**config.mk**
```make
export PLATFORM = sky130hd
export DESIGN_NAME = csb_core
export DESIGN_NICKNAME = d
export VERILOG_FILES = /design/src/csb_pkg.sv /design/src/csb_sx_add.sv /design/src/csb_core.sv
export SDC_FILE = /design/constraint.sdc
export NUM_CORES = 1
export LEC_CHECK = 0
export BUFFER_PORTS_ARGS = -buffer_cell sky130_fd_sc_hd__buf_2
export CAP_MARGIN = 30
export CORE_UTILIZATION = 45
export CTS_CLUSTER_DIAMETER = 200
export DETAILED_ROUTE_END_ITERATION = 12
export PLACE_DENSITY = 0.61
export SLEW_MARGIN = 0
export SYNTH_ARGS = -nofsm -noshare
export SYNTH_HDL_FRONTEND = slang
export SYNTH_SLANG_ARGS = --single-unit
```
**constraint.sdc**
```tcl
create_clock -name i_mclk -period 4.8 [get_ports i_mclk]
set_input_delay 0.24 -clock i_mclk [delete_from_list [all_inputs] [get_ports i_mclk]]
set_output_delay 0.24 -clock i_mclk [all_outputs]
set_load 0.005 [all_outputs]
```
**src/csb_pkg.sv**
```systemverilog
/*
  shared constants and carrier types for the cpu standby, break and opcode core.
  assumes a byte-wide program memory bus with combinational read data.
*/
package csb_pkg;

  // opcodes decoded by the core; trap, return, wait, stop and carry values are plain defaults
  localparam logic [7:0] OP_STACK_ADD_IMM = 8'ha7;
  localparam logic [7:0] OP_INDEX_ADD_IMM = 8'haf;
  localparam logic [7:0] OP_BR_CARRY_CLR  = 8'h24;
  localparam logic [7:0] OP_BR_CARRY_SET  = 8'h25;
  localparam logic [7:0] OP_SW_TRAP       = 8'h83;
  localparam logic [7:0] OP_RET_TRAP      = 8'h80;
  localparam logic [7:0] OP_WAIT          = 8'h8f;
  localparam logic [7:0] OP_STOP          = 8'h8e;
  localparam logic [7:0] OP_SET_CARRY     = 8'h99;
  localparam logic [7:0] OP_CLR_CARRY     = 8'h98;

  // vector addresses (high byte at the even address)
  localparam logic [15:0] VEC_BREAK   = 16'hfffc;
  localparam logic [15:0] VEC_MONITOR = 16'hfefc;
  localparam logic [15:0] VEC_IRQ     = 16'hfffa;
  localparam logic [15:0] VEC_RESET   = 16'hfffe;

  // reset values
  localparam logic [15:0] SP_RESET = 16'h00ff;
  localparam logic [15:0] HX_RESET = 16'h0000;

  // oscillator stabilisation after stop
  localparam int          CLK_PERIOD_NS = 4;
  localparam int          OSC_STAB_NS   = 16384;
  localparam int          OSC_CYC_INT   = OSC_STAB_NS / CLK_PERIOD_NS;
  localparam logic [12:0] OSC_CYC       = 13'(OSC_CYC_INT);

  typedef enum logic [6:0] {
    S_FETCH = 7'b0000001,
    S_OPER  = 7'b0000010,
    S_EXEC  = 7'b0000100,
    S_VHI   = 7'b0001000,
    S_VLO   = 7'b0010000,
    S_STBY  = 7'b0100000,
    S_OSC   = 7'b1000000
  } csb_state_t;

  typedef struct packed {
    logic [15:0] addr;
    logic        rd;
  } csb_mem_req_t;

  typedef struct packed {
    logic [15:0] program_counter;
    logic [15:0] stack_pointer;
    logic [15:0] index_pair;
    logic        imask;
    logic        carry;
    logic        in_break;
    logic        stop_mode;
  } csb_regs_t;

endpackage

```
**src/csb_sx_add.sv**
```systemverilog
/*
  16-bit adder of a sign-extended byte.
  assumes nothing beyond its operands; purely combinational.
*/
`timescale 1ns/1ns
module csb_sx_add (
  input  wire logic [15:0] i_base,  // 16-bit operand
  input  wire logic [7:0]  i_ofs,   // signed byte
  output logic      [15:0] o_sum    // base plus extended byte
);
  assign o_sum = i_base + {{8{i_ofs[7]}}, i_ofs};
endmodule

```
**src/csb_core.sv**
```systemverilog
/*
  cpu control core: wait/stop standby, break entry and exit, and decode of the
  immediate stack/index adds and the carry branches.
  assumes program memory answers combinationally on i_rdata for o_mem.addr,
  and that the break module holds i_brk_req until the break routine withdraws it.
  // Notes on behaviour
  // - the wait instruction clears the interrupt mask and then stops the cpu clock.
  // - leaving wait by interrupt keeps the mask clear, leaving it by reset sets it.
  // - the stop instruction clears the interrupt mask and stops the cpu clock.
  // - leaving stop by external interrupt keeps the mask clear, leaving it by reset sets it.
  // - in either standby mode the cpu clock stays off until the mode ends.
  // - after stop ends the cpu clock waits for the oscillator stabilisation delay.
  // - a break request forces the software trap opcode into the instruction register.
  // - break entry loads the program counter from fffc/fffd, or fefc/fefd in monitor mode.
  // - a break waits until the instruction in progress has finished.
  // - a break match on the last cycle of an instruction starts the break at once.
  // - a return from trap ends the break only once the break request is withdrawn.
  // - opcode a7 adds its sign-extended byte to the stack pointer in 2 cycles.
  // - opcode af adds its sign-extended byte to the index pair in 2 cycles.
  // - opcode 24 branches on carry clear in 3 cycles and leaves the flags alone.
  // - opcode 25 sets the program counter to pc plus 2 plus offset on carry set in 3 cycles.
  // - while the mask is set maskable requests are ignored; clearing it lets them through.
*/
`timescale 1ns/1ns
module csb_core (
  input  wire logic                  i_mclk,       // cpu clock, 250 MHz
  input  wire logic                  i_resetn,     // async reset, active low
  input  wire logic                  i_ce,         // clock enable, freezes state when low
  input  wire logic [7:0]            i_rdata,      // program memory read data
  input  wire logic                  i_brk_req,    // break module request
  input  wire logic                  i_monitor,    // monitor mode active
  input  wire logic                  i_irq,        // maskable internal interrupt request
  input  wire logic                  i_ext_irq,    // maskable external interrupt request
  output csb_pkg::csb_mem_req_t      o_mem,        // memory address and read strobe
  output csb_pkg::csb_regs_t         o_regs,       // architectural state
  output logic [7:0]                 o_ir,         // instruction register
  output logic                       o_cpu_clk_en, // cpu clock gate, high while running
  output logic                       o_standby     // in wait or stop or stabilising
);
  import csb_pkg::*;

  logic [1:0]   rst_sync;
  logic         rst_n;
  csb_state_t   st;
  csb_state_t   next_st;
  csb_regs_t    r;
  csb_regs_t    next_r;
  logic [7:0]   ir;
  logic [7:0]   next_ir;
  logic [7:0]   opnd;
  logic [7:0]   next_opnd;
  logic [15:0]  vec;
  logic [15:0]  next_vec;
  logic [12:0]  cnt;
  logic [12:0]  next_cnt;
  logic         brk_pend;
  logic         next_brk_pend;
  csb_mem_req_t mem;
  csb_mem_req_t next_mem;
  logic [15:0]  sp_sum;
  logic [15:0]  hx_sum;
  logic [15:0]  br_sum;
  logic         go_brk;
  logic         go_irq;
  logic         take_op;
  logic         wake;

  // reset release through two flops
  always_ff @(posedge i_mclk or negedge i_resetn) begin
    if (!i_resetn) begin
      rst_sync <= 2'h0;
    end else begin
      rst_sync <= {rst_sync[0], 1'b1};
    end
  end
  assign rst_n = rst_sync[1];

  csb_sx_add u_sp_add (
    .i_base (r.stack_pointer),
    .i_ofs  (i_rdata),
    .o_sum  (sp_sum)
  );
  csb_sx_add u_hx_add (
    .i_base (r.index_pair),
    .i_ofs  (i_rdata),
    .o_sum  (hx_sum)
  );
  csb_sx_add u_br_add (
    .i_base (r.program_counter),
    .i_ofs  (opnd),
    .o_sum  (br_sum)
  );

  // break only at an instruction boundary; a request seen mid-instruction is held
  assign go_brk  = (st == S_FETCH) && (brk_pend || i_brk_req) && !r.in_break;
  assign go_irq  = (st == S_FETCH) && (i_irq || i_ext_irq) && !r.imask;
  assign take_op = (st == S_FETCH) && !go_brk && !go_irq;
  // stop only wakes on external requests
  assign wake    = i_ext_irq || (!r.stop_mode && i_irq);

  always_comb begin
    next_st       = st;
    next_r        = r;
    next_ir       = ir;
    next_opnd     = opnd;
    next_vec      = vec;
    next_cnt      = cnt;
    next_brk_pend = (brk_pend || i_brk_req) && !r.in_break;
    unique case (st)
      S_FETCH: begin
        if (go_brk) begin
          next_ir         = OP_SW_TRAP;
          next_vec        = i_monitor ? VEC_MONITOR : VEC_BREAK;
          next_r.in_break = 1'b1;
          next_brk_pend   = 1'b0;
          next_st         = S_VHI;
        end else if (go_irq) begin
          next_r.imask = 1'b1;
          next_vec     = VEC_IRQ;
          next_st      = S_VHI;
        end else begin
          next_ir                = i_rdata;
          next_r.program_counter = r.program_counter + 16'h1;
          unique case (i_rdata)
            OP_WAIT: begin
              next_r.imask     = 1'b0;
              next_r.stop_mode = 1'b0;
              next_st          = S_STBY;
            end
            OP_STOP: begin
              next_r.imask     = 1'b0;
              next_r.stop_mode = 1'b1;
              next_st          = S_STBY;
            end
            OP_STACK_ADD_IMM, OP_INDEX_ADD_IMM, OP_BR_CARRY_CLR, OP_BR_CARRY_SET: begin
              next_st = S_OPER;
            end
            OP_RET_TRAP: begin
              if (r.in_break && !i_brk_req) begin
                next_r.in_break = 1'b0;
              end
            end
            OP_SET_CARRY: begin
              next_r.carry = 1'b1;
            end
            OP_CLR_CARRY: begin
              next_r.carry = 1'b0;
            end
            default: begin
            end
          endcase
        end
      end
      S_OPER: begin
        next_r.program_counter = r.program_counter + 16'h1;
        if (ir == OP_STACK_ADD_IMM) begin
          next_r.stack_pointer = sp_sum;
          next_st              = S_FETCH;
        end else if (ir == OP_INDEX_ADD_IMM) begin
          next_r.index_pair = hx_sum;
          next_st           = S_FETCH;
        end else begin
          next_opnd = i_rdata;
          next_st   = S_EXEC;
        end
      end
      S_EXEC: begin
        // pc already points past the offset byte; flags untouched
        if ((ir == OP_BR_CARRY_SET) == r.carry) begin
          next_r.program_counter = br_sum;
        end
        next_st = S_FETCH;
      end
      S_VHI: begin
        next_opnd = i_rdata;
        next_st   = S_VLO;
      end
      S_VLO: begin
        next_r.program_counter = {opnd, i_rdata};
        next_st                = S_FETCH;
      end
      S_STBY: begin
        next_cnt = 13'h0;
        if (wake) begin
          next_st = r.stop_mode ? S_OSC : S_FETCH;
        end
      end
      S_OSC: begin
        next_cnt = cnt + 13'h1;
        if (cnt == OSC_CYC - 13'h1) begin
          next_st = S_FETCH;
        end
      end
      default: begin
        next_st = S_FETCH;
      end
    endcase
    next_mem.rd   = (next_st == S_FETCH) || (next_st == S_OPER) || (next_st == S_VHI) || (next_st == S_VLO);
    next_mem.addr = (next_st == S_VHI) ? next_vec :
                    (next_st == S_VLO) ? vec + 16'h1 : next_r.program_counter;
  end

  always_ff @(posedge i_mclk or negedge rst_n) begin
    if (!rst_n) begin
      st       <= S_VHI;
      r        <= '{program_counter: 16'h0, stack_pointer: SP_RESET, index_pair: HX_RESET,
                    imask: 1'b1, carry: 1'b0, in_break: 1'b0, stop_mode: 1'b0};
      ir       <= 8'h0;
      opnd     <= 8'h0;
      vec      <= VEC_RESET;
      cnt      <= 13'h0;
      brk_pend <= 1'b0;
      mem      <= '{addr: VEC_RESET, rd: 1'b1};
    end else if (i_ce) begin
      st       <= next_st;
      r        <= next_r;
      ir       <= next_ir;
      opnd     <= next_opnd;
      vec      <= next_vec;
      cnt      <= next_cnt;
      brk_pend <= next_brk_pend;
      mem      <= next_mem;
    end
  end

  assign o_mem        = mem;
  assign o_regs       = r;
  assign o_ir         = ir;
  assign o_cpu_clk_en = !((st == S_STBY) || (st == S_OSC));
  assign o_standby    = (st == S_STBY) || (st == S_OSC);
endmodule

```
### Yosys cells after proc, flatten, opt, wreduce, memory -nomap -nowiden

Cells that the tools add are included.
Widths: inputs -> output; s select.

* bits in registers: 124
* ROM bits: 0
* memories: 0
* latch bits: 0
* bits in writable memories: 0

* reductions and logical operators: 37
* equality and inequality tests: 28
* muxes and demuxes: 35
* order comparisons: 0
* div/mod/pow operators: 0
* add/subtract/negate cells: 6
* shift operators: 0
* multiply operators: 0
* bitwise logic cells: 3

Operator list (count)
* $mux 16: 8
* $eq 8x8->1 const B: 9
* $pmux 16 s4: 1
* $add 16x16->16: 3
* $mux 7: 6
* $pmux 7 s5: 1
* $add 16x1->16 const B: 2
* $mux 8: 4
* $pmux 13 s2: 1
* $eq 8x6->1 const B: 3
* $pmux 8 s2: 1
* $reduce_and 5->1: 3
* $eq 7x1->1 const B: 2
* $eq 7x2->1 const B: 2
* $eq 7x4->1 const B: 2
* $eq 7x5->1 const B: 2
* $pmux 7 s2: 1
* $reduce_bool 2->1: 7
* $add 13x1->13 const B: 1
* $eq 13x12->1 const B: 1
* $reduce_and 4->1: 3
* $mux 9: 1
* $eq 7x3->1 const B: 1
* $eq 7x6->1 const B: 1
* other kinds (15): 43

### Logic depth before layout (Yosys ltp)

* depth in word-level cells: 10
* depth in mapped cells: 11
* gate-level depth less buffers: 11

### Hierarchy

A second synthesis with hierarchy kept.

* cells, all modules: 960
* area total of the unflattened synthesis: 8814.7 µm²

By module, submodules not included
* csb_core: instances 1, area each 6443.7 µm², cells an instance 649, sequential area each 3154.3 µm²
* csb_sx_add (u_br_add ...): instances 2, area each 805.8 µm², cells an instance 104, sequential area each 0.0 µm²
* csb_sx_add (u_sp_add): instances 1, area each 759.5 µm², cells an instance 103, sequential area each 0.0 µm²

### Worst setup path before layout

OpenSTA, ideal clock, no wires.

* path type: reg2reg
* start point: register st[4]
* end point: register r (netlist bit o_regs[51])
* arrival: 2.575 ns
* setup slack: 2.089 ns
* stages on the path, launching flop included: 10
* cell sequence: dfrtp_1 > buf_6 > or4_1 > a2111o_1 > or3_1 > buf_6 > o21a_1 > a211o_1 > nor2_1 > a21oi_1

* longest elaborated chain between the ends: 6
* elaborated cells between the ends (all ways): 11
* those cells by class: eq/ne: 4; mux: 3; reduce/logical: 4

Ends and longest elaborated chain
* start, declared: line csb_core.sv:44 `csb_state_t st;`
* start signal, assigned: line csb_core.sv:215 `st <= next_st;`
* $eq 7x1->1: line csb_core.sv:95, csb_core.sv:96, csb_core.sv:109
* $logic_and 1x1->1 (2 in series): line csb_core.sv:96 `assign go_irq = (st == S_FETCH) && (i_irq || i_ext_irq) && !r.imask;`
* $mux 16: line csb_core.sv:117 `end else if (go_irq) begin`
* $mux 16: line csb_core.sv:111 `if (go_brk) begin`
* $pmux 16 s4 *: line csb_core.sv:109 `unique case (st)`
* end signal, assigned: line csb_core.sv:206 `r <= '{program_counter: 16'h0, stack_pointer: SP_RESET, index_pair: HX_RESET,`
* end signal, assigned: line csb_core.sv:216 `r <= next_r;`
* end, declared: line csb_core.sv:46 `csb_regs_t r;`

Every way passes the cells marked *; elsewhere a longest branch is shown, timed or not.
A chain may end at the register's enable or synchronous reset.

### Worst setup path in the final report

* start point: register st[2]
* end point: register r (netlist bit o_regs[44])

Same word-level chain as after synthesis.

==> flow_summary_export.csv <==
group,metric,value,unit
die,rows,49,
logic_synthesis,yosysWarnings,0,
timing,worst_clock_skew,0.0109,ns
grt,antenna_found_initial,0,
critical_path,worstSetupPathType,"reg -> reg",
layout,antenna_cells,0,
timing,finalCritPeriodShare,67.6,%
die,ios,94,
layout,post-route-cell-area,9620,um2
logic_synthesis,synth_largest_area_cell,"dfrtp_1",
critical_path,worst_ep_arrival_time,3.53,ns
timing,slew_headroom,39.6,%
power,power.density,529,nW/um2
die,die_y,138,um
grt,grt_max_degree,59,
detailed_routing,wirelength,23.8,mm
timing,worst_slew_pin_slew,0.900,ns
detailed_routing,routed-via-count,7475,
power,combPwrFrac,37.4,%
die,core,18000,um2
placement,placed_area,8970,um2
placement,gp_congestion,0.920,
die,die-area,19000,um2
clock_network,clockBufferDepth,2,
power,switchingPower,2.00,mW
power,seqPwrFrac,35.1,%
logic_synthesis,synthCells,927,
detailed_routing,routedWlPerCell,18.9,um
layout,utilization,53.4,%
logic_synthesis,syn_area_per_cell,8.93,um2
clock_network,cts_made_buffers,17,
layout,layout_commonest_cell,"buf_2",
power,p_leak,4.21,nW
grt,track_usage,25.9,%
critical_path,end_kind,"flop",
clock_network,htree_levels,4,
placement,dp_hpwl,16.8,mm
flow_run,maxCapViolCount,0,
clock_network,clock_sinks,124,
critical_path,cp.required,5.08,ns
die,start_util,45.9,%
layout,drive_gt1_share,19.8,%
logic_synthesis,synth_area,8280,um2
detailed_routing,vias_per_cell,5.93,
power,pwr-share-clk,27.5,%
outcome,status,"completed",
clock_network,cts_tree,"built",
timing,hold_slack,0.127,ns
detailed_routing,drtIter0Drc,579,
timing,fmaxAchievable,308,MHz
clock_network,clk_pin_slew_worst_paths,0.06,ns
timing,setup_viol,0,
critical_path,crit_fanout,10,
clock_network,root_buffer,"clkbuf_16",
clock_network,cts-hold-fix-buffers,2,
layout,area_growth,16.2,%
clock_network,clkLatencyLatePin,0.42,ns
detailed_routing,drc,0,
logic_synthesis,synth_edf_count,0,
timing,drv_slew,0,
logic_synthesis,ys_ff_latch,124,
logic_synthesis,synth.distinct_cells,74,
detailed_routing,first_pass_iters,5,
clock_network,postCtsSetupRepairBufs,0,
timing,rsz0062_at_grt,"no",
detailed_routing,ant_nets,0,
grt,overflow,0,
die,die_w,138,um
grt,grt_pass1_wl,37.2,mm
timing,hold_viol_final,0,
timing,min_period,3.25,ns
layout,most-common-layout-cells,"93 x buf_2, 92 x nor2_1, 83 x nand2_1, 82 x dfrtp_1, 77 x o21ai_0",
power,vdd_drop_max,0.341,mV
logic_synthesis,ys.flop_type,"dfrtp_1",
grt,grt_pass1_vias,6814,
logic_synthesis,async_flop_share,100,%
power,switching_share,39.3,%
timing,fin_setup_tns,0,ns
logic_synthesis,yosysSeqAreaShare,38.1,%
power,internal-power,3.09,mW
critical_path,worst_setup_path_start_kind,"flop",
layout,fin_nets,1084,
logic_synthesis,yosysTopAreaCellShare,25.1,%
placement,portBuffers,93,
logic_synthesis,syn_nets,993,
logic_synthesis,synth_area_leaders,"dfrtp_1 25%, dfstp_2 13%, ha_1 7.3%, o21ai_0 4.7%, nor2_1 4.2%",
clock_network,ctsResizeCount,0,
hold_path,timing.hold.worst.class,"in -> async",
critical_path,r2r_setup_slack,1.55,ns
## layer usage
metal | track usage [%] | share of wire [%]
met1 | 37.1 | 48
met2 | 38.6 | 45
met3 | 5.19 | 6.4
met4 | 8.24 | 1.4
met5 | 0 | 0
## power by group through the flow
| stage | clock, mW | sequential [mW] | combinational, mW |
|---|---|---|---|
| after detailed placement | 0 | 1.79 | 1.88 |
| after floorplan | 0 | 1.67 | 1.31 |
| after global placement | 0 | 1.79 | 1.87 |
| final | 1.40 | 1.79 | 1.90 |
| after global routing | 1.46 | 1.83 | 2.10 |
| after CTS | 1.42 | 1.78 | 1.89 |
## final cells by class
type	instances	area [um2]
clock buffers	19	443
clock inverters	13	190
fillers	1704	8400
inverters	26	97.6
multi-input cells	744	4890
flip-flops and latches	124	3160
well taps	229	287
repair buffers	105	561
## final timing paths
kind	start	to	cells after the start
worst min-delay path	i_resetn	rst_sync[0]	2
worst min register to register	rst_sync[1]	opnd[6]	0
max in group asynchronous	rst_sync[1]	o_mem[1]	1
worst max register to register	st[2]	o_regs[44]	7
min in group i_mclk	i_brk_req	o_regs[1]	5
worst max-delay path	st[2]	o_regs[44]	7
## critical path: stages, from the launching register on
cell and delay, ns:
dfrtp_1 0.48, or4_1 0.55, a2111o_1 0.55, or3_1 0.57, o21ai_0 0.23, o21ai_0 0.12, a221oi_1 0.46, a21oi_1 0.14
## cells by family after synthesis
kind of cell | Yosys count | synth area share (%)
fa+ha+maj | 51 | 7.98
xor+xnor | 50 | 5.29
flops | 124 | 38.1
mux | 23 | 2.99
buf+inv | 59 | 3.02
other cells | 1 | 0.0453
compound gates | 287 | 22.6
simple gates | 332 | 19.9
## cells in the mapped netlist, types with 6 or more instances
library cell,number
nor2b_1,6
inv_1,26
nand3_1,32
or3_1,7
mux2i_1,9
nor3_1,22
nand2_1,83
ha_1,48
nor2_1,92
o211ai_1,7
clkbuf_1,26
and3_1,16
nor4b_1,8
dfrtp_1,83
nand2b_1,19
a31oi_1,21
xnor2_1,27
a21oi_1,62
a221oi_1,7
a21o_1,10
nand4_1,11
xor2_1,23
o21ai_0,77
a22o_1,11
dfstp_2,41
o21a_1,8
nor3b_1,9
a211oi_1,9
o31ai_1,11
mux2_2,14
## state kept, by name, indices dropped and copies added, names as in the netlist
signal / count
cnt: 13
brk_pend: 1
st: 7
rst_sync: 2
o_ir: 8
vec: 16
o_regs: 52
opnd: 8
o_mem: 17
## per-stage QoR
stage	instances	worst slack, ns	total power, mW
global placement	1226	1.64	3.66
CTS	1260	1.55	5.08
finish	1260	1.55	5.09
floorplan	927	1.16	2.98
detailed placement	1226	1.55	3.66
global route	1260	1.30	5.39
Note: power is estimated with default switching activity, not from simulation.
